`src/dram_cmd_pkg.sv`:
```
// shared constants and types for the clock-enable and command-legality pair
// assumes both ends run on one 125 MHz clock
package dram_cmd_pkg;
    localparam int clk_period_ns = 8;
    localparam int cke_hold_clocks = 3;
    localparam int xsrd_clocks = 200;
    localparam int xsnr_ns = 198;
    localparam int xsnr_clocks = (xsnr_ns + clk_period_ns - 1) / clk_period_ns;
    localparam int burst_beats = 4;
    localparam int bank_count = 8;
    localparam logic [2:0] ba_emr1 = 3'h1;
    localparam int odt_bit_a = 2;
    localparam int odt_bit_b = 6;

    typedef enum logic [3:0] {
        cmd_deselect, cmd_nop, cmd_act, cmd_pre, cmd_read, cmd_write,
        cmd_ref, cmd_mrs
    } cmd_t;

    typedef enum logic [2:0] {
        st_idle, st_active, st_read, st_write, st_power_down, st_self_refresh
    } dev_state_t;

    // decode from chip select, row, column, write strobes (active low pins)
    function automatic cmd_t decode_cmd(input logic cs_n, input logic ras_n,
                                        input logic cas_n, input logic we_n);
        cmd_t c;
        c = cmd_deselect;
        if (!cs_n) begin
            case ({ras_n, cas_n, we_n})
                3'h7: c = cmd_nop;
                3'h3: c = cmd_act;
                3'h2: c = cmd_pre;
                3'h5: c = cmd_read;
                3'h4: c = cmd_write;
                3'h1: c = cmd_ref;
                3'h0: c = cmd_mrs;
                default: c = cmd_nop;
            endcase
        end
        return c;
    endfunction

    function automatic logic is_quiet(input cmd_t c);
        return (c == cmd_deselect) || (c == cmd_nop);
    endfunction
endpackage

```
`src/dram_cmd_if.sv`:
```
// command and clock-enable pins between controller and device
// assumes one shared clock; pins are plain wires, no tri-state here
`timescale 1ns/10ps
interface dram_cmd_if;
    logic cke;
    logic cs_n;
    logic ras_n;
    logic cas_n;
    logic we_n;
    logic [2:0] ba;
    logic [12:0] addr;
    logic odt;
    logic dm;
    logic [15:0] dq;
    logic dq_valid;

    modport ctrl (output cke, cs_n, ras_n, cas_n, we_n, ba, addr, odt, dm, dq, dq_valid);
    modport dev (input cke, cs_n, ras_n, cas_n, we_n, ba, addr, odt, dm, dq, dq_valid);
endinterface

```
`src/dram_dev_end.sv`:
```
// device end: clock-enable state tracking and command legality
// assumes pins are on the same clock as clk
`timescale 1ns/10ps
module dram_dev_end
    import dram_cmd_pkg::*;
#(
    parameter int burst_len = burst_beats,
    parameter int banks = bank_count
) (
    input wire logic clk,
    input wire logic nrst,
    dram_cmd_if.dev link,
    output logic [2:0] state,
    output logic active_pd,
    output logic [banks-1:0] open_banks,
    output logic illegal,
    output logic odt_active,
    output logic wr_strobe,
    output logic [15:0] wr_data,
    output logic refresh_pulse
);
    if (burst_len < 1 || burst_len > 8 || banks != 8) begin
        $error("unsupported parameters");
    end

    dev_state_t cur, next_cur;
    logic cke_prev;
    logic [banks-1:0] next_open;
    logic [3:0] beats;
    logic pd_with_open;
    logic bad;
    cmd_t cmd;

    assign cmd = decode_cmd(link.cs_n, link.ras_n, link.cas_n, link.we_n);

    always_ff @(posedge clk or negedge nrst) begin
        if (!nrst) begin
            cke_prev <= 1'b0;
        end else begin
            cke_prev <= link.cke;
        end
    end

    // odt is deliberately not an input of the transition logic
    always_comb begin
        next_cur = cur;
        next_open = open_banks;
        bad = 1'b0;
        case (cur)
            st_power_down, st_self_refresh: begin
                if (!cke_prev && link.cke) begin
                    if (!is_quiet(cmd)) bad = 1'b1;
                    next_cur = (cur == st_power_down && pd_with_open) ? st_active : st_idle;
                end
            end
            st_idle: begin
                if (cke_prev && !link.cke) begin
                    if (cmd == cmd_ref) next_cur = st_self_refresh;
                    else if (is_quiet(cmd)) next_cur = st_power_down;
                    else bad = 1'b1;
                end else begin
                    case (cmd)
                        cmd_act: begin
                            next_open[link.ba] = 1'b1;
                            next_cur = st_active;
                        end
                        cmd_read, cmd_write: bad = 1'b1;
                        default: next_cur = st_idle;
                    endcase
                end
            end
            st_active: begin
                if (cke_prev && !link.cke) begin
                    if (is_quiet(cmd)) next_cur = st_power_down;
                    else bad = 1'b1;
                end else begin
                    case (cmd)
                        cmd_read: next_cur = st_read;
                        cmd_write: next_cur = st_write;
                        cmd_pre: begin
                            if (link.addr[10]) next_open = '0;
                            else next_open[link.ba] = 1'b0;
                            if (link.addr[10] || (open_banks & ~(banks'(1) << link.ba)) == '0)
                                next_cur = st_idle;
                        end
                        cmd_act: begin
                            if (open_banks[link.ba]) bad = 1'b1;
                            else next_open[link.ba] = 1'b1;
                        end
                        cmd_ref, cmd_mrs: bad = 1'b1;
                        default: next_cur = st_active;
                    endcase
                end
            end
            st_read, st_write: begin
                if (!link.cke) begin
                    bad = 1'b1;
                end else begin
                    case (cmd)
                        cmd_deselect, cmd_nop: begin
                            if (beats == 4'(burst_len - 1)) next_cur = st_active;
                        end
                        cmd_read: if (cur != st_read) bad = 1'b1;
                        cmd_write: if (cur != st_write) bad = 1'b1;
                        cmd_act: if (open_banks[link.ba]) bad = 1'b1;
                        default: bad = 1'b1;
                    endcase
                end
            end
            default: next_cur = st_idle;
        endcase
        if (bad) begin
            next_cur = cur;
            next_open = open_banks;
        end
    end

    always_ff @(posedge clk or negedge nrst) begin
        if (!nrst) begin
            cur <= st_idle;
            open_banks <= '0;
            pd_with_open <= 1'b0;
        end else begin
            cur <= next_cur;
            open_banks <= next_open;
            if (next_cur == st_power_down && cur != st_power_down)
                pd_with_open <= (open_banks != '0);
        end
    end

    // burst beat counter restarts on an interrupting command
    always_ff @(posedge clk or negedge nrst) begin
        if (!nrst) begin
            beats <= 4'h0;
        end else if ((next_cur == st_read || next_cur == st_write) && (cmd == cmd_read || cmd == cmd_write)) begin
            beats <= 4'h0;
        end else if (cur == st_read || cur == st_write) begin
            beats <= beats + 4'h1;
        end
    end

    always_ff @(posedge clk or negedge nrst) begin
        if (!nrst) begin
            wr_strobe <= 1'b0;
            wr_data <= 16'h0;
        end else begin
            wr_strobe <= link.dq_valid && !link.dm;
            if (link.dq_valid && !link.dm) wr_data <= link.dq;
        end
    end

    always_ff @(posedge clk or negedge nrst) begin
        if (!nrst) begin
            illegal <= 1'b0;
            refresh_pulse <= 1'b0;
            odt_active <= 1'b0;
        end else begin
            illegal <= bad;
            refresh_pulse <= (cur == st_idle) && link.cke && cke_prev && cmd == cmd_ref;
            odt_active <= link.odt && next_cur != st_self_refresh;
        end
    end

    assign state = 3'(cur);
    assign active_pd = (cur == st_power_down) && pd_with_open;
endmodule
```
`src/flat_wrapper.sv`:
```
// flat-port wrapper written by rule: the top's interface ports become plain ports
module dram_dev_end_flat import dram_cmd_pkg::*;
#(
    parameter int burst_len = burst_beats,
    parameter int banks = bank_count
)
  (clk, nrst, state, active_pd, open_banks, illegal, odt_active, wr_strobe, wr_data, refresh_pulse, link_cke, link_cs_n, link_ras_n, link_cas_n, link_we_n, link_ba, link_addr, link_odt, link_dm, link_dq, link_dq_valid);
  dram_cmd_if link_i ();
  input wire logic clk;
  input wire logic nrst;
  output logic [2:0] state;
  output logic active_pd;
  output logic [banks-1:0] open_banks;
  output logic illegal;
  output logic odt_active;
  output logic wr_strobe;
  output logic [15:0] wr_data;
  output logic refresh_pulse;
  input wire logic [$bits(link_i.cke)-1:0] link_cke;
  input wire logic [$bits(link_i.cs_n)-1:0] link_cs_n;
  input wire logic [$bits(link_i.ras_n)-1:0] link_ras_n;
  input wire logic [$bits(link_i.cas_n)-1:0] link_cas_n;
  input wire logic [$bits(link_i.we_n)-1:0] link_we_n;
  input wire logic [$bits(link_i.ba)-1:0] link_ba;
  input wire logic [$bits(link_i.addr)-1:0] link_addr;
  input wire logic [$bits(link_i.odt)-1:0] link_odt;
  input wire logic [$bits(link_i.dm)-1:0] link_dm;
  input wire logic [$bits(link_i.dq)-1:0] link_dq;
  input wire logic [$bits(link_i.dq_valid)-1:0] link_dq_valid;
  assign link_i.cke = link_cke;
  assign link_i.cs_n = link_cs_n;
  assign link_i.ras_n = link_ras_n;
  assign link_i.cas_n = link_cas_n;
  assign link_i.we_n = link_we_n;
  assign link_i.ba = link_ba;
  assign link_i.addr = link_addr;
  assign link_i.odt = link_odt;
  assign link_i.dm = link_dm;
  assign link_i.dq = link_dq;
  assign link_i.dq_valid = link_dq_valid;
  dram_dev_end #(.burst_len(burst_len), .banks(banks)) u_core (.clk(clk), .nrst(nrst), .link(link_i), .state(state), .active_pd(active_pd), .open_banks(open_banks), .illegal(illegal), .odt_active(odt_active), .wr_strobe(wr_strobe), .wr_data(wr_data), .refresh_pulse(refresh_pulse));
endmodule
```
`config.mk`:
```
export PLATFORM = sky130hd
export DESIGN_NAME = dram_dev_end_flat
export DESIGN_NICKNAME = d
export VERILOG_FILES = /design/src/dram_cmd_pkg.sv /design/src/dram_cmd_if.sv /design/src/dram_dev_end.sv /design/src/flat_wrapper.sv
export SDC_FILE = /design/constraint.sdc
export NUM_CORES = 1
export LEC_CHECK = 0
export ABC_AREA = 1
export BUFFER_PORTS_ARGS = -buffer_cell sky130_fd_sc_hd__buf_2
export CORE_MARGIN = 2
export CORE_UTILIZATION = 25
export CTS_CLUSTER_SIZE = 8
export DETAILED_ROUTE_END_ITERATION = 8
export PLACE_DENSITY_LB_ADDON = 0.12
export SLEW_MARGIN = 5
export SYNTH_ARGS = -nofsm -noshare
export SYNTH_HDL_FRONTEND = slang
export SYNTH_SLANG_ARGS = --single-unit
```
`constraint.sdc`:
```
create_clock -name clk -period 4 [get_ports clk]
set_input_delay 0.2 -clock clk [delete_from_list [all_inputs] [get_ports clk]]
set_output_delay 0.2 -clock clk [all_outputs]
set_load 0.01 [all_outputs]
```
==> flow_metrics.py <==
metrics = {
    "floorplan": {
        "rows": 33,
        "fp.dieArea_mm2": 0.00922,
        "initial_utilization_pct": 25.7,
        "die_w_um": 96.0,
        "die_y_um": 96.0,
        "core_mm2": 0.00822,
        "io_pins": 74,
    },
    "clock_network": {
        "cts_tree": "yes",
        "post_cts_resized": 0,
        "insertion_delay_ns": 0.30,
        "cts-root-buf": "clkbuf_8",
        "path_clk_slew_ns": 0.09,
        "cts_setup_buffers": 0,
        "holdBufCountCts": 0,
        "cts_buffer_depth": 2,
        "clock-sinks": 37,
        "numCtsBuffers": 5,
        "h-tree-depth": 2,
    },
    "global_route": {
        "grt_max_degree": 38,
        "grt_pass1_wl_um": 9320,
        "first_global_vias": 1919,
        "grtUsageTotal_pct": 12.9,
        "antenna_found_initial": 0,
        "gr-total-overflow": 0,
    },
    "critical_path": {
        "cp.required_ns": 4.15,
        "crit_slowest_cell": "dfrtp_1",
        "critical_path_class": "reg -> reg",
        "crit_fanout": 9,
        "critPathMaxStageDelay_ns": 0.55,
        "crit_path_end_kind": "flip-flop",
        "critical_path_arrival_ns": 2.08,
        "path_cells": "inv_2 -> a2111oi_4 -> nand2_4 -> nor3_4 -> a21boi_2",
        "startpoint_type": "flip-flop",
    },
    "power": {
        "clock_power_share_pct": 23.8,
        "p_sw_share_pct": 39.0,
        "switchingPower_mw": 0.564,
        "seq_power_share_pct": 40.3,
        "powerDensity_mw_per_mm2": 547,
        "worst_ir_drop_vdd_mv": 0.163,
        "p_int_mw": 0.882,
        "p_leak_nw": 1.38,
        "p_total_mw": 1.45,
        "p_comb_share_pct": 35.9,
    },
    "synth": {
        "synth_most_common_cell": "nand2_1",
        "synth.largest_area_cell": "dfrtp_1",
        "yosysTopAreaCellShare_pct": 43.8,
        "synth_area_mm2": 0.00212,
        "synth_warnings": 0,
        "syn-instance-count": 275,
        "synth_edf_count": 0,
        "postSynth.asyncResetShare_pct": 100,
        "synthesis.nets": 318,
        "synth_cell_type_count": 36,
        "ys_ff_latch": 37,
        "synthTopCellsByCount": "101 x nand2_1, 37 x dfrtp_1, 23 x nor2_1",
        "avgSynthCellArea_um2": 7.69,
        "synthTopCellsByArea": "dfrtp_1 44%, nand2_1 18%, nor2_1 4.1%, inv_1 3.9%, nand3_1 2.8%",
        "ys.flop_type": "dfrtp_1",
        "yosysSeqAreaShare_pct": 43.8,
    },
    "final_layout": {
        "antenna_cells": 0,
        "n_fill_cell": 905,
        "drive_above_1_share_pct": 30.0,
        "syn_to_final_growth_pct": 24.8,
        "nNetsFinal": 382,
        "final_util_pct": 32.1,
    },
    "detailed_routing": {
        "met2_length_um": 2390,
        "via_count": 1932,
        "routed.top_layer": "met4",
        "antenna_left": 0,
        "dr.pass1.iters": 4,
        "met1Wirelength_um": 2720,
        "via_per_inst": 4.34,
        "drc": 0,
        "dr.first_iter.drc_count": 98,
        "wl_per_cell_um": 12.4,
        "wl_met3_um": 382,
        "wl_um": 5520,
    },
    "place": {
        "dp_hpwl_um": 4040,
        "io_buffers": 61,
        "place_congestion": 0.832,
    },
    "timing": {
        "worst_slew_margin_rel_pct": 41.7,
        "finClkSkew_ns": 0.0135,
        "setup_violations": 0,
        "finalMaxSlewViolations": 0,
        "rsz0062_at_grt": "no",
        "finalCritPeriodShare_pct": 48.2,
        "setup_tns_ns": 0,
        "hold_violations": 0,
        "fmax_ghz": 0.518,
        "fin_crit_ns": 1.93,
        "tightest_slew_ns": 0.874,
    },
    "outcome": {
        "status": "complete, no violations",
    },
    "min_path": {
        "min_path_type": "in -> async",
    },
    "job": {
        "maxCapViolations": 0,
    },
}
==> flip-flops by register name (all words and copies together) (netlist names) <==
| name | flops |
|---|---|
| u_core.wr_data | 16 |
| u_core.open_banks | 8 |
| u_core.beats | 4 |
| u_core.state | 3 |
| u_core.cke_prev | 1 |
| u_core.illegal | 1 |
| u_core.odt_active | 1 |
| u_core.pd_with_open | 1 |
| u_core.refresh_pulse | 1 |
| u_core.wr_strobe | 1 |
==> worst max-delay path: cells and delay by family, from the launching register on <==
family / cells / cell delay (ns)
flip-flops: 1 / 0.55
buffers and inverters: 1 / 0.12
AO/OA/AOI/OAI: 2 / 0.52
AND/OR/NAND/NOR: 2 / 0.59
==> path summary, 6_finish.rpt <==
path	depth (start not counted)	end	slack [ns]	start
min reg2reg	2	u_core.wr_data[4]	0.48	u_core.wr_data[4]
max in group asynchronous	1	u_core.open_banks[1]	3.43	nrst
max	5	u_core.open_banks[0]	2.07	u_core.state[0]
min in group clk	1	u_core.cke_prev	0.07	link_cke
min	1	u_core.illegal	0.01	nrst
max reg2reg	5	u_core.open_banks[0]	2.07	u_core.state[0]
==> stage by stage <==
step	setup slack (ns)	std cells	hold slack, ns	area, um^2
2_1_floorplan	2.30	275	-0.0956	2120
3_3_place_gp	2.06	437	0.382	2530
3_5_place_dp	2.06	437	0.388	2530
4_1_cts	2.03	445	0.0634	2640
5_1_grt	1.91	445	0.0694	2640
6_report	2.07	445	0.0150	2640
==> kinds of logic (layout without fill, tap and decap cells) <==
kind of cell | count (synthesis) | in the layout | synth area share [%]
flops | 37 | 37 | 43.8
compound gates | 34 | 34 | 12.7
xor+xnor | 4 | 4 | 1.66
simple gates | 160 | 160 | 33.8
buf+inv | 39 | 104 | 7.51
fa+ha+maj | 1 | 1 | 0.591
==> final cells by class <==
type                            instances  area, um^2  area share (%)
Tap cell                              105         131            4.97
Clock inverter                          3        43.8            1.66
Multi-Input combinational cell        199        1030            39.0
Timing Repair Buffer                   62         313            11.8
Inverter                               34         128            4.83
Clock buffer                            5        68.8            2.61
Sequential cell                        37         926            35.1
==> cells in the final DEF, fill, tap and decap left out, types with 2 or more instances in the layout <==
| master | synthesis | final |
|---|---|---|
| a21oi_1 | 9 | 9 |
| nand3_1 | 12 | 12 |
| a21boi_2 | 5 | 5 |
| nor2_1 | 23 | 23 |
| nand4_1 | 4 | 4 |
| inv_1 | 22 | 22 |
| a2bb2oi_2 | 3 | 3 |
| dfrtp_1 | 37 | 37 |
| inv_2 | 11 | 11 |
| nor2_2 | 2 | 2 |
| nor2_4 | 3 | 3 |
| nor4_1 | 3 | 3 |
| nand2_4 | 2 | 2 |
| nand2_2 | 2 | 2 |
| nand2_1 | 101 | 101 |
| clkbuf_8 | 0 | 5 |
| nor3_1 | 4 | 4 |
| o21ai_0 | 3 | 3 |
| o21ai_1 | 8 | 8 |
| buf_2 | 1 | 61 |
| xor2_1 | 2 | 2 |
| xnor2_1 | 2 | 2 |
==> power groups by stage <==
stage / Combinational [mW] / Clock, mW / Sequential, mW
after floorplan: 0.328 / 0 / 0.596
after global placement: 0.528 / 0 / 0.590
after detailed placement: 0.525 / 0 / 0.590
after CTS: 0.527 / 0.353 / 0.584
after global routing: 0.592 / 0.368 / 0.600
final: 0.519 / 0.345 / 0.582
==> routing by layer <==
layer,global-route usage (%),vias to the layer above
met4,3.57,0
li1,-,1005
met3,3.68,2
met1,17.9,868
met5,0,-
met2,19.6,57
Note: power is estimated with default switching activity, not from simulation.
